`src/kbc_pkg.sv`:
```
// constants shared by the keypad brightness command block
package kbc_pkg;
  // clock and outdoor hold timing
  localparam int unsigned CLK_HZ            = 40_000_000;
  localparam int unsigned OUTDOOR_DELAY_S   = 5;
  localparam int unsigned OUTDOOR_DELAY_CYC = OUTDOOR_DELAY_S * CLK_HZ;
  localparam int unsigned BTN_COUNT         = 8;
  localparam int unsigned HOLD_CNT_W        = 28;

  // frame layout
  localparam logic [7:0] LEAD_BYTE   = 8'h07;
  localparam logic [7:0] ACK_BYTE    = 8'h06;
  localparam logic [7:0] SECOND_BYTE = 8'hFF;
  localparam logic [7:0] CHK_TARGET  = 8'hFF;
  localparam logic [3:0] HDR_LAST    = 4'h6;
  localparam logic [3:0] DATA_FIRST  = 4'h7;
  localparam logic [7:0] MAX_LEN     = 8'h02;
  localparam int unsigned FRAME_MAX  = 10;

  // command letters
  localparam logic [23:0] CMD_FLOOR   = 24'h474D42;
  localparam logic [23:0] CMD_FOLLOW  = 24'h474246;
  localparam logic [23:0] CMD_AMBIENT = 24'h4C4953;
  localparam logic [23:0] CMD_OUTDOOR = 24'h4F444D;
  localparam logic [7:0]  LUX_SELECT  = 8'h4C;

  // field values
  localparam logic [7:0] MODE_MANUAL = 8'h00;
  localparam logic [7:0] MODE_SENSOR = 8'hAA;
  localparam logic [7:0] MODE_LCD    = 8'hFF;
  localparam logic [7:0] OUTDOOR_OFF = 8'h00;
  localparam logic [7:0] OUTDOOR_ON  = 8'hFF;
  localparam logic [7:0] SENSOR_FAIL_POS = 8'hFF;

  // values after reset when nothing is stored
  localparam logic [7:0] FLOOR_DEF = 8'h00;
  localparam logic [7:0] MODE_DEF  = 8'hFF;
  localparam logic [7:0] LED_DEF   = 8'hFF;

  // lux estimate: raw * gain / 256
  localparam logic [7:0] LUX_GAIN  = 8'h40;
  // pwm counter wraps here so that a duty of 0xFF is fully on
  localparam logic [7:0] PWM_TOP   = 8'hFE;
endpackage

```
`src/kbc_gamma_if.sv`:
```
// curve position in, gamma-corrected keypad level out
`timescale 1ns/1ps
interface kbc_gamma_if;
  logic [7:0] pos;
  logic [7:0] level;
  modport user  (output pos, input level);
  modport lookup (input pos, output level);
endinterface

```
`src/kbc_top.sv`:
```
// keypad brightness command interpreter: frame parser, settings, keypad pwm
`timescale 1ns/1ps
// Behaviour
// - button level never below minimum floor in any follow mode
// - floor 00 means no limit; FF keeps buttons at full brightness
// - floor write raises manual button level up to the new floor
// - floor read returns larger of button level and floor
// - floor survives reset from store, default 00
// - follow byte: 00 manual, AA sensor, FF lcd backlight
// - follow mode survives reset from store, default FF
// - follow modes scale keypad brightness by button level
// - follow modes saturate at floor below and button level above
// - lcd follow: lcd_pos_i curve position through gamma drives keypad pwm
// - manual: button level alone drives pwm, floor still applies
// - sensor follow: sensor reading through gamma drives keypad pwm
// - sensor follow with failed sensor forces curve position FF
// - sensor read, no data: raw channel 0 as two bytes, msb first
// - sensor read with data 4C: lux estimate as two bytes
// - outdoor mode: button acts only after 5 s continuous hold
// - after unlock buttons act at once until 5 s without use
// - outdoor byte 00 off, FF on
// - outdoor mode is not stored, off after any reset
module kbc_top
  import kbc_pkg::*;
#(
  parameter int unsigned HOLD_CYC = OUTDOOR_DELAY_CYC
) (
  // clock and reset
  input  wire logic                 clk_i,
  input  wire logic                 reset_n_i,
  // serial command link, receive
  input  wire logic                 rx_valid_i,
  input  wire logic [7:0]           rx_data_i,
  output logic                      rx_ready_o,
  // serial command link, reply
  output logic                      tx_valid_o,
  output logic [7:0]                tx_data_o,
  input  wire logic                 tx_ready_i,
  // stored settings, sampled while reset is held
  input  wire logic                 nv_valid_i,
  input  wire logic [7:0]           nv_floor_i,
  input  wire logic [7:0]           nv_mode_i,
  input  wire logic [7:0]           nv_led_i,
  // settings to be stored
  output logic                      nv_save_o,
  output logic [7:0]                button_min_floor_o,
  output logic [7:0]                keypad_follow_mode_o,
  // manual button level from the level command handler
  input  wire logic                 led_wr_i,
  input  wire logic [7:0]           led_data_i,
  output logic [7:0]                button_led_level_o,
  // brightness sources
  input  wire logic [7:0]           lcd_pos_i,
  input  wire logic [15:0]          sensor_raw_i,
  input  wire logic                 sensor_fail_i,
  // keypad
  input  wire logic [BTN_COUNT-1:0] btn_i,
  output logic [BTN_COUNT-1:0]      btn_o,
  output logic                      outdoor_hold_mode_o,
  output logic [7:0]                keypad_duty_o,
  output logic                      keypad_pwm_o
);
  typedef enum logic [2:0] {S_IDLE, S_HDR, S_DATA, S_DCHK, S_EXEC, S_TX} kbc_state_t;

  kbc_state_t state_ff;
  logic [7:0] buf_ff [FRAME_MAX];
  logic [3:0] idx_ff;
  logic [7:0] hsum_ff;
  logic [7:0] dsum_ff;
  logic [7:0] tx_ff [FRAME_MAX];
  logic [3:0] tx_left_ff;
  logic [7:0] floor_ff;
  logic [7:0] mode_ff;
  logic [7:0] led_ff;
  logic       outdoor_ff;
  logic [7:0] duty_ff;
  logic [7:0] pwm_cnt_ff;
  logic       pwm_ff;
  logic       save_ff;

  logic       rx_fire;
  logic [7:0] hsum_nxt;
  logic [7:0] dsum_nxt;
  logic [23:0] cmd;
  logic [7:0] len;
  logic       ack;
  logic       wr_floor;
  logic       wr_mode;
  logic       wr_outdoor;
  logic [7:0] rlen;
  logic [7:0] r0;
  logic [7:0] r1;
  logic [7:0] rep [FRAME_MAX];
  logic [7:0] rep_hchk;
  logic [7:0] rep_dchk;
  logic [15:0] lux;
  logic [23:0] lux_prod;

  assign rx_ready_o = (state_ff != S_EXEC) && (state_ff != S_TX);
  assign rx_fire    = rx_valid_i && rx_ready_o;
  assign hsum_nxt   = hsum_ff + rx_data_i;
  assign dsum_nxt   = dsum_ff + rx_data_i;
  assign cmd        = {buf_ff[2], buf_ff[3], buf_ff[4]};
  assign len        = buf_ff[5];

  // receive side of the frame
  always_ff @(posedge clk_i) begin
    if (!reset_n_i) begin
      state_ff <= S_IDLE;
      idx_ff   <= 4'h0;
      hsum_ff  <= 8'h00;
      dsum_ff  <= 8'h00;
    end else begin
      case (state_ff)
        S_IDLE: begin
          if (rx_fire && rx_data_i == LEAD_BYTE) begin
            hsum_ff  <= rx_data_i;
            idx_ff   <= 4'h1;
            state_ff <= S_HDR;
          end
        end
        S_HDR: begin
          if (rx_fire) begin
            hsum_ff <= hsum_nxt;
            idx_ff  <= idx_ff + 4'h1;
            if (idx_ff == HDR_LAST) begin
              dsum_ff <= 8'h00;
              if (hsum_nxt != CHK_TARGET || buf_ff[1] != SECOND_BYTE || len > MAX_LEN) begin
                state_ff <= S_IDLE;
              end else if (len == 8'h00) begin
                state_ff <= S_EXEC;
              end else begin
                state_ff <= S_DATA;
              end
            end
          end
        end
        S_DATA: begin
          if (rx_fire) begin
            dsum_ff <= dsum_nxt;
            idx_ff  <= idx_ff + 4'h1;
            if (idx_ff == DATA_FIRST + 4'(len) - 4'h1) begin
              state_ff <= S_DCHK;
            end
          end
        end
        S_DCHK: begin
          if (rx_fire) begin
            state_ff <= (dsum_nxt == CHK_TARGET) ? S_EXEC : S_IDLE;
          end
        end
        S_EXEC: begin
          state_ff <= ack ? S_TX : S_IDLE;
        end
        S_TX: begin
          if (tx_ready_i && tx_left_ff == 4'h1) begin
            state_ff <= S_IDLE;
          end
        end
        default: begin
          state_ff <= S_IDLE;
        end
      endcase
    end
  end

  always_ff @(posedge clk_i) begin
    if (!reset_n_i) begin
      for (int i = 0; i < FRAME_MAX; i++) begin
        buf_ff[i] <= 8'h00;
      end
    end else if (rx_fire && state_ff != S_IDLE && state_ff != S_DCHK) begin
      buf_ff[idx_ff] <= rx_data_i;
    end
  end

  // lux estimate from the raw channel 0 count
  assign lux_prod = sensor_raw_i * LUX_GAIN;
  assign lux      = lux_prod[23:8];

  // decode an accepted frame
  always_comb begin
    ack        = 1'b0;
    wr_floor   = 1'b0;
    wr_mode    = 1'b0;
    wr_outdoor = 1'b0;
    rlen       = 8'h01;
    r0         = buf_ff[7];
    r1         = 8'h00;
    case (cmd)
      CMD_FLOOR: begin
        if (len == 8'h01) begin
          ack      = 1'b1;
          wr_floor = 1'b1;
        end else if (len == 8'h00) begin
          ack = 1'b1;
          r0  = (led_ff > floor_ff) ? led_ff : floor_ff;
        end
      end
      CMD_FOLLOW: begin
        if (len == 8'h01) begin
          if (buf_ff[7] == MODE_MANUAL || buf_ff[7] == MODE_SENSOR
              || buf_ff[7] == MODE_LCD) begin
            ack     = 1'b1;
            wr_mode = 1'b1;
          end
        end else if (len == 8'h00) begin
          ack = 1'b1;
          r0  = mode_ff;
        end
      end
      CMD_AMBIENT: begin
        rlen = 8'h02;
        if (len == 8'h00) begin
          ack = 1'b1;
          r0  = sensor_raw_i[15:8];
          r1  = sensor_raw_i[7:0];
        end else if (len == 8'h01 && buf_ff[7] == LUX_SELECT) begin
          ack = 1'b1;
          r0  = lux[15:8];
          r1  = lux[7:0];
        end
      end
      CMD_OUTDOOR: begin
        if (len == 8'h01) begin
          if (buf_ff[7] == OUTDOOR_OFF || buf_ff[7] == OUTDOOR_ON) begin
            ack        = 1'b1;
            wr_outdoor = 1'b1;
          end
        end else if (len == 8'h00) begin
          ack = 1'b1;
          r0  = outdoor_ff ? OUTDOOR_ON : OUTDOOR_OFF;
        end
      end
      default: begin
        ack = 1'b0;
      end
    endcase
  end

  // reply frame with recomputed sums
  assign rep_hchk = CHK_TARGET - 8'(ACK_BYTE + SECOND_BYTE + buf_ff[2] + buf_ff[3]
                                    + buf_ff[4] + rlen);
  assign rep_dchk = CHK_TARGET - 8'(r0 + ((rlen == 8'h02) ? r1 : 8'h00));
  always_comb begin
    rep[0] = ACK_BYTE;
    rep[1] = SECOND_BYTE;
    rep[2] = buf_ff[2];
    rep[3] = buf_ff[3];
    rep[4] = buf_ff[4];
    rep[5] = rlen;
    rep[6] = rep_hchk;
    rep[7] = r0;
    rep[8] = (rlen == 8'h02) ? r1 : rep_dchk;
    rep[9] = rep_dchk;
  end

  // reply goes out as a shift register so the data port is a flop
  always_ff @(posedge clk_i) begin
    if (!reset_n_i) begin
      tx_left_ff <= 4'h0;
      for (int i = 0; i < FRAME_MAX; i++) begin
        tx_ff[i] <= 8'h00;
      end
    end else if (state_ff == S_EXEC && ack) begin
      tx_left_ff <= DATA_FIRST + 4'(rlen) + 4'h1;
      for (int i = 0; i < FRAME_MAX; i++) begin
        tx_ff[i] <= rep[i];
      end
    end else if (state_ff == S_TX && tx_ready_i) begin
      tx_left_ff <= tx_left_ff - 4'h1;
      for (int i = 0; i < FRAME_MAX - 1; i++) begin
        tx_ff[i] <= tx_ff[i+1];
      end
      tx_ff[FRAME_MAX-1] <= 8'h00;
    end
  end

  assign tx_valid_o = (state_ff == S_TX);
  assign tx_data_o  = tx_ff[0];

  // stored settings are taken from the store while reset is held
  always_ff @(posedge clk_i) begin
    if (!reset_n_i) begin
      floor_ff <= nv_valid_i ? nv_floor_i : FLOOR_DEF;
      mode_ff  <= nv_valid_i ? nv_mode_i : MODE_DEF;
    end else if (state_ff == S_EXEC) begin
      if (wr_floor) begin
        floor_ff <= buf_ff[7];
      end
      if (wr_mode) begin
        mode_ff <= buf_ff[7];
      end
    end
  end

  // manual level: a floor write raises it, a level write cannot go under the floor
  always_ff @(posedge clk_i) begin
    if (!reset_n_i) begin
      led_ff <= nv_valid_i ? nv_led_i : LED_DEF;
    end else if (state_ff == S_EXEC && wr_floor) begin
      if (led_ff < buf_ff[7]) begin
        led_ff <= buf_ff[7];
      end
    end else if (led_wr_i) begin
      led_ff <= (led_data_i < floor_ff) ? floor_ff : led_data_i;
    end
  end

  always_ff @(posedge clk_i) begin
    if (!reset_n_i) begin
      outdoor_ff <= 1'b0;
      save_ff    <= 1'b0;
    end else begin
      save_ff <= (state_ff == S_EXEC) && (wr_floor || wr_mode);
      if (state_ff == S_EXEC && wr_outdoor) begin
        outdoor_ff <= (buf_ff[7] == OUTDOOR_ON);
      end
    end
  end

  // keypad brightness path
  kbc_gamma_if gam ();
  logic [7:0] sensor_pos;
  logic [16:0] scaled_prod;
  logic [7:0] scaled;
  logic [7:0] capped;
  logic [7:0] nxt_duty;

  assign sensor_pos = (sensor_raw_i[15:8] != 8'h00) ? 8'hFF : sensor_raw_i[7:0];
  assign gam.pos    = (mode_ff == MODE_SENSOR)
                      ? (sensor_fail_i ? SENSOR_FAIL_POS : sensor_pos)
                      : lcd_pos_i;

  kbc_gamma u_gamma (
    .clk_i     (clk_i),
    .reset_n_i (reset_n_i),
    .gam       (gam.lookup)
  );

  assign scaled_prod = ({1'b0, gam.level} + 9'h001) * led_ff;
  assign scaled      = scaled_prod[15:8];
  assign capped      = (scaled > led_ff) ? led_ff : scaled;

  always_comb begin
    nxt_duty = (mode_ff == MODE_MANUAL) ? led_ff : capped;
    if (nxt_duty < floor_ff) begin
      nxt_duty = floor_ff;
    end
  end

  always_ff @(posedge clk_i) begin
    if (!reset_n_i) begin
      duty_ff <= 8'h00;
    end else begin
      duty_ff <= nxt_duty;
    end
  end

  // a duty of FF keeps the output on for the whole period
  always_ff @(posedge clk_i) begin
    if (!reset_n_i) begin
      pwm_cnt_ff <= 8'h00;
      pwm_ff     <= 1'b0;
    end else begin
      pwm_cnt_ff <= (pwm_cnt_ff == PWM_TOP) ? 8'h00 : pwm_cnt_ff + 8'h01;
      pwm_ff     <= (pwm_cnt_ff < duty_ff);
    end
  end

  kbc_hold #(
    .HOLD_CYC (HOLD_CYC)
  ) u_hold (
    .clk_i     (clk_i),
    .reset_n_i (reset_n_i),
    .enable_i  (outdoor_ff),
    .btn_i     (btn_i),
    .btn_o     (btn_o)
  );

  assign nv_save_o            = save_ff;
  assign button_min_floor_o   = floor_ff;
  assign keypad_follow_mode_o = mode_ff;
  assign button_led_level_o   = led_ff;
  assign outdoor_hold_mode_o  = outdoor_ff;
  assign keypad_duty_o        = duty_ff;
  assign keypad_pwm_o         = pwm_ff;
endmodule

```
`src/kbc_gamma.sv`:
```
// gamma table mapping a curve position onto the keypad pwm curve
`timescale 1ns/1ps
module kbc_gamma
  import kbc_pkg::*;
(
  // clock and reset
  input  wire logic  clk_i,
  input  wire logic  reset_n_i,
  // lookup
  kbc_gamma_if.lookup gam
);
  logic [7:0] rom [256];
  logic [7:0] level_ff;

  // square-law curve, built as constants
  for (genvar g = 0; g < 256; g++) begin : g_rom
    localparam int unsigned SQ = (g * g) / 255;
    assign rom[g] = 8'(SQ);
  end

  always_ff @(posedge clk_i) begin
    if (!reset_n_i) begin
      level_ff <= 8'h00;
    end else begin
      level_ff <= rom[gam.pos];
    end
  end

  assign gam.level = level_ff;
endmodule

```
`src/kbc_hold.sv`:
```
// outdoor mode button hold gate
`timescale 1ns/1ps
module kbc_hold
  import kbc_pkg::*;
#(
  parameter int unsigned HOLD_CYC = OUTDOOR_DELAY_CYC
) (
  // clock and reset
  input  wire logic                 clk_i,
  input  wire logic                 reset_n_i,
  // control
  input  wire logic                 enable_i,
  // buttons
  input  wire logic [BTN_COUNT-1:0] btn_i,
  output logic      [BTN_COUNT-1:0] btn_o
);
  logic [HOLD_CNT_W-1:0] hold_cnt_ff;
  logic [HOLD_CNT_W-1:0] idle_cnt_ff;
  logic                  unlocked_ff;
  logic [BTN_COUNT-1:0]  btn_ff;
  logic                  any_btn;

  assign any_btn = |btn_i;

  // counts continuous press time and idle time
  always_ff @(posedge clk_i) begin
    if (!reset_n_i || !enable_i) begin
      hold_cnt_ff <= '0;
      idle_cnt_ff <= '0;
    end else begin
      hold_cnt_ff <= (any_btn && !unlocked_ff) ? hold_cnt_ff + 1'b1 : '0;
      idle_cnt_ff <= any_btn ? '0 : idle_cnt_ff + 1'b1;
    end
  end

  always_ff @(posedge clk_i) begin
    if (!reset_n_i || !enable_i) begin
      unlocked_ff <= 1'b0;
    end else if (!unlocked_ff && any_btn && hold_cnt_ff == HOLD_CNT_W'(HOLD_CYC - 1)) begin
      unlocked_ff <= 1'b1;
    end else if (unlocked_ff && !any_btn && idle_cnt_ff == HOLD_CNT_W'(HOLD_CYC - 1)) begin
      unlocked_ff <= 1'b0;
    end
  end

  // the held button itself goes through once the delay has passed
  always_ff @(posedge clk_i) begin
    if (!reset_n_i) begin
      btn_ff <= '0;
    end else if (!enable_i || unlocked_ff) begin
      btn_ff <= btn_i;
    end else begin
      btn_ff <= '0;
    end
  end

  assign btn_o = btn_ff;
endmodule

```
`config.mk`:
```
export PLATFORM = sky130hd
export DESIGN_NAME = kbc_top
export DESIGN_NICKNAME = d
export VERILOG_FILES = /design/src/kbc_pkg.sv /design/src/kbc_gamma_if.sv /design/src/kbc_top.sv /design/src/kbc_gamma.sv /design/src/kbc_hold.sv
export SDC_FILE = /design/constraint.sdc
export NUM_CORES = 1
export LEC_CHECK = 0
export BUFFER_PORTS_ARGS = -buffer_cell sky130_fd_sc_hd__buf_2
export CAP_MARGIN = 10
export CORE_ASPECT_RATIO = 0.9
export CORE_MARGIN = 2
export CORE_UTILIZATION = 55
export CTS_BUF_LIST = sky130_fd_sc_hd__clkbuf_4 sky130_fd_sc_hd__clkbuf_8
export DETAILED_ROUTE_END_ITERATION = 10
export PLACE_DENSITY = 0.84
export REMOVE_ABC_BUFFERS = 1
export SLEW_MARGIN = 20
export SYNTH_ARGS = -nofsm -noshare
export SYNTH_HDL_FRONTEND = slang
export SYNTH_HIERARCHICAL = 1
export SYNTH_SLANG_ARGS = --single-unit
export TNS_END_PERCENT = 5
```
`constraint.sdc`:
```
create_clock -name clk_i -period 11.15 [get_ports clk_i]
set_input_delay 2.23 -clock clk_i [delete_from_list [all_inputs] [get_ports clk_i]]
set_output_delay 2.23 -clock clk_i [all_outputs]
set_load 0.02 [all_outputs]
```
==> impl_metrics.json <==
{
  "cts_buffers": 45,
  "async_flop_share_pct": 0,
  "grt_setup_unrepaired": "no",
  "dp_slack_ns": 2.21,
  "met3_usage_pct": 4.38,
  "critPathArrivalTime_ns": 9.64,
  "ys_seq_area_share_pct": 35.7,
  "min_path_type": "register to register",
  "p_per_area_nw_per_um2": 134,
  "n_fill_cell": 2996,
  "dp_hpwl_um": 36400,
  "ys_warn_count": 6,
  "finalPower_mw": 2.84,
  "avgRoutedWirePerCell_um": 18.5,
  "slew_headroom_pct": 30.3,
  "post-cts-setup-buffers": 0,
  "final_layout_size_suffix_gt1_share_pct": 11.9,
  "first_global_vias": 16100,
  "syn_avg_cell_area_um2": 9.03,
  "hold_viol": 0,
  "antenna_found_initial": 3,
  "worst_path_largest_cell_delay_ns": 0.84,
  "grt_max_degree": 75,
  "cp_data_required_time_ns": 11.63,
  "synthesis.instances": 2157,
  "drt-vias-per-instance": 6.15,
  "die_h_um": 183,
  "fin_ws_ns": 1.98,
  "num_rows": 65,
  "top_usage_layer": "met2",
  "cts_tree": "built",
  "die_w_um": 202,
  "synth_seq_cells": 271,
  "root_buffer": "clkbuf_8",
  "synth_edf_count": 152,
  "yosysTopAreaCellShare_pct": 23.4,
  "grt_pass1_wl_um": 82000,
  "drc": 0,
  "area_growth_pct": 8.77,
  "cpMaxStageDelayCell": "o21ai_1",
  "grt.overflow.total": 0,
  "coreArea_um2": 35000,
  "ant_nets": 0,
  "drt_first_iter_violations": 1877,
  "synthDistinctLibCells": 102,
  "tns_ns": 0,
  "nNetsFinal": 2492,
  "critPathKind": "register to register",
  "finalSetupViolCount": 0,
  "ctsHoldBuffers": 0,
  "first_pass_iters": 9,
  "worstSkewPairLatency_ns": 0.60,
  "gp_congestion": 0.926,
  "grt_util_met1_pct": 37.6,
  "clockBufferDepth": 3,
  "grt.total_usage_pct": 27.1,
  "ios": 132,
  "fmax_mhz": 109,
  "irDropWorstVdd_uv": 99.3,
  "port_buffers": 131,
  "clkTransAtPathRegs_ns": 0.06,
  "clock_skew_ns": 0.0455,
  "maxCapViolCount": 0,
  "max_slew.worst_pin.slew_ns": 1.04,
  "hold_slack_ns": 0.463,
  "period_needed_ns": 9.17,
  "dieArea_um2": 37000,
  "clock_sinks": 271,
  "ys.flop_type": "edfxtp_1",
  "status": "complete, no violations",
  "synth_top_cell_by_area": "edfxtp_1",
  "wl_um": 50600,
  "p_leak_nw": 8.72,
  "h-tree-depth": 2,
  "min_period_over_period_pct": 82.2,
  "crit_fanout": 15,
  "routed-via-count": 16800,
  "ctsResizeCount": 0,
  "synthTopCellsByArea": "edfxtp_1, dfxtp_1, ha_1",
  "final_max_slew_viol_count": 0,
  "initial_core_util_pct": 55.7,
  "crit_path_start_kind": "register",
  "synth_area_um2": 19500,
  "grt_use_met2_pct": 42.2,
  "cp-end-kind": "register"
}
state kept, by name (all words and copies together), names as in the netlist, 3 cells and up:
| name | flops |
|---|---|
| dsum_ff | 8 |
| tx_left_ff | 4 |
| u_gamma/gam.level | 8 |
| u_hold/hold_cnt_ff | 28 |
| pwm_cnt_ff | 8 |
| buf_ff | 48 |
| tx_ff | 80 |
| idx_ff | 4 |
| keypad_follow_mode_o | 8 |
| button_led_level_o | 8 |
| button_min_floor_o | 8 |
| hsum_ff | 8 |
| u_hold/btn_o | 8 |
| keypad_duty_o | 8 |
| u_hold/idle_cnt_ff | 28 |
| state_ff | 3 |
cell usage in the layout (no fill, tap or decap), types with 32 or more instances in the layout:
master / count
o21ai_0: 84
buf_2: 131
a21o_1: 33
and3_1: 41
nand2b_1: 38
nand2_1: 172
fa_1: 51
a211oi_1: 37
a21oi_1: 134
clkbuf_8: 51
and2_1: 91
nand4_1: 34
nand3_1: 54
xnor2_1: 44
xor2_1: 39
inv_1: 149
ha_1: 133
nor3_1: 32
dfxtp_1: 119
nor2_1: 191
edfxtp_1: 152
report_power, final:
group | switching (mW) | leakage, nW | internal [mW]
Combinational | 0.466 | 5.71 | 0.321
Clock | 0.424 | 0.486 | 0.493
Sequential | 0.0434 | 2.52 | 1.10
Total | 0.933 | 8.72 | 1.91
stage by stage:
| step | area [µm²] | cells | utilization [%] |
|---|---|---|---|
| after CTS | 21200 | 2733 | 60.6 |
| after detailed placement | 20300 | 2651 | 57.9 |
| after global placement | 20300 | 2651 | 57.9 |
| final | 21200 | 2734 | 60.6 |
| after floorplan | 18900 | 2034 | - |
| after global routing | 21200 | 2733 | 60.6 |
cell type report:
| type | count | area [µm²] | share of cell area (%) |
|---|---|---|---|
| Tap cell | 469 | 587 | 2.77 |
| Clock inverter | 24 | 173 | 0.815 |
| Sequential cell | 271 | 6950 | 32.8 |
| Antenna cell | 1 | 2.50 | 0.0118 |
| Multi-Input combinational cell | 1609 | 11400 | 53.6 |
| Clock buffer | 58 | 754 | 3.56 |
| Inverter | 154 | 581 | 2.74 |
| Timing Repair Buffer | 148 | 783 | 3.70 |
Yosys cell counts, types with 7 or more instances:
cell type and n:
a311oi_1 13, buf_1 7, fa_1 51, dfxtp_1 119, nor4_1 21, a22oi_1 13, nor2_1 192, buf_6 8
nand3b_1 9, a31oi_1 7, o22ai_1 11, o21ai_0 84, nand2b_1 38, a211oi_1 37, mux2i_1 17, a211o_1 9
o22a_1 8, xor2_1 39, ha_1 133, inv_1 149, or4_1 20, buf_2 32, and4_1 11, nand4_1 34
nand2_1 172, a21o_1 33, nor3_1 32, o211ai_1 28, xnor2_1 44, nand3_1 55, and3_1 41, o21a_1 19
o31ai_1 30, or3_1 10, o21bai_1 7, or2_2 8, edfxtp_1 152, and2_1 91, clkbuf_1 63, a22o_1 9
buf_4 13, a21oi_1 134, o21ai_1 8, nor2b_1 30
worst max-delay path: cells and delay by family, from the launching register on:
kind / cells / cell delay [ns]
adders and majority gates: 8 / 3.17
AOI/OAI and AO/OA: 9 / 2.33
and+or+nand+nor: 9 / 1.83
xor gates and xnor gates: 2 / 0.67
DFF: 1 / 0.51
muxes: 1 / 0.36
buffers and inverters: 3 / 0.15
logic make-up (layout without fill, tap and decap cells):
kind of cell / after synthesis / count (layout) / synth area share, %
AO/OA/AOI/OAI: 507 / 507 / 17.4
multiplexers: 25 / 25 / 1.45
XOR/XNOR: 83 / 83 / 3.73
adder cells (fa/ha/maj): 184 / 184 / 13.8
AND/OR/NAND/NOR: 810 / 810 / 21.9
other: 0 / 1 / 0
flip-flops: 271 / 271 / 35.7
buffers and inverters: 277 / 384 / 6.11
path summary, 6_finish.rpt:
kind                   startpoint          endpoint  slack (ns)  cells past startpoint
max          u_gamma/gam.level[0]  keypad_duty_o[0]        1.98                     32
min                    hsum_ff[3]        hsum_ff[3]        0.46                      2
max reg2reg  u_gamma/gam.level[0]  keypad_duty_o[0]        1.98                     32
min reg2reg            hsum_ff[3]        hsum_ff[3]        0.46                      2
layer usage:
layer,up-vias,share of wire (%)
met5,-,0.032
met1,7934,43
met3,167,8.7
met2,802,45
li1,7918,-
met4,2,3.7
(Power assumes the default switching activity.)
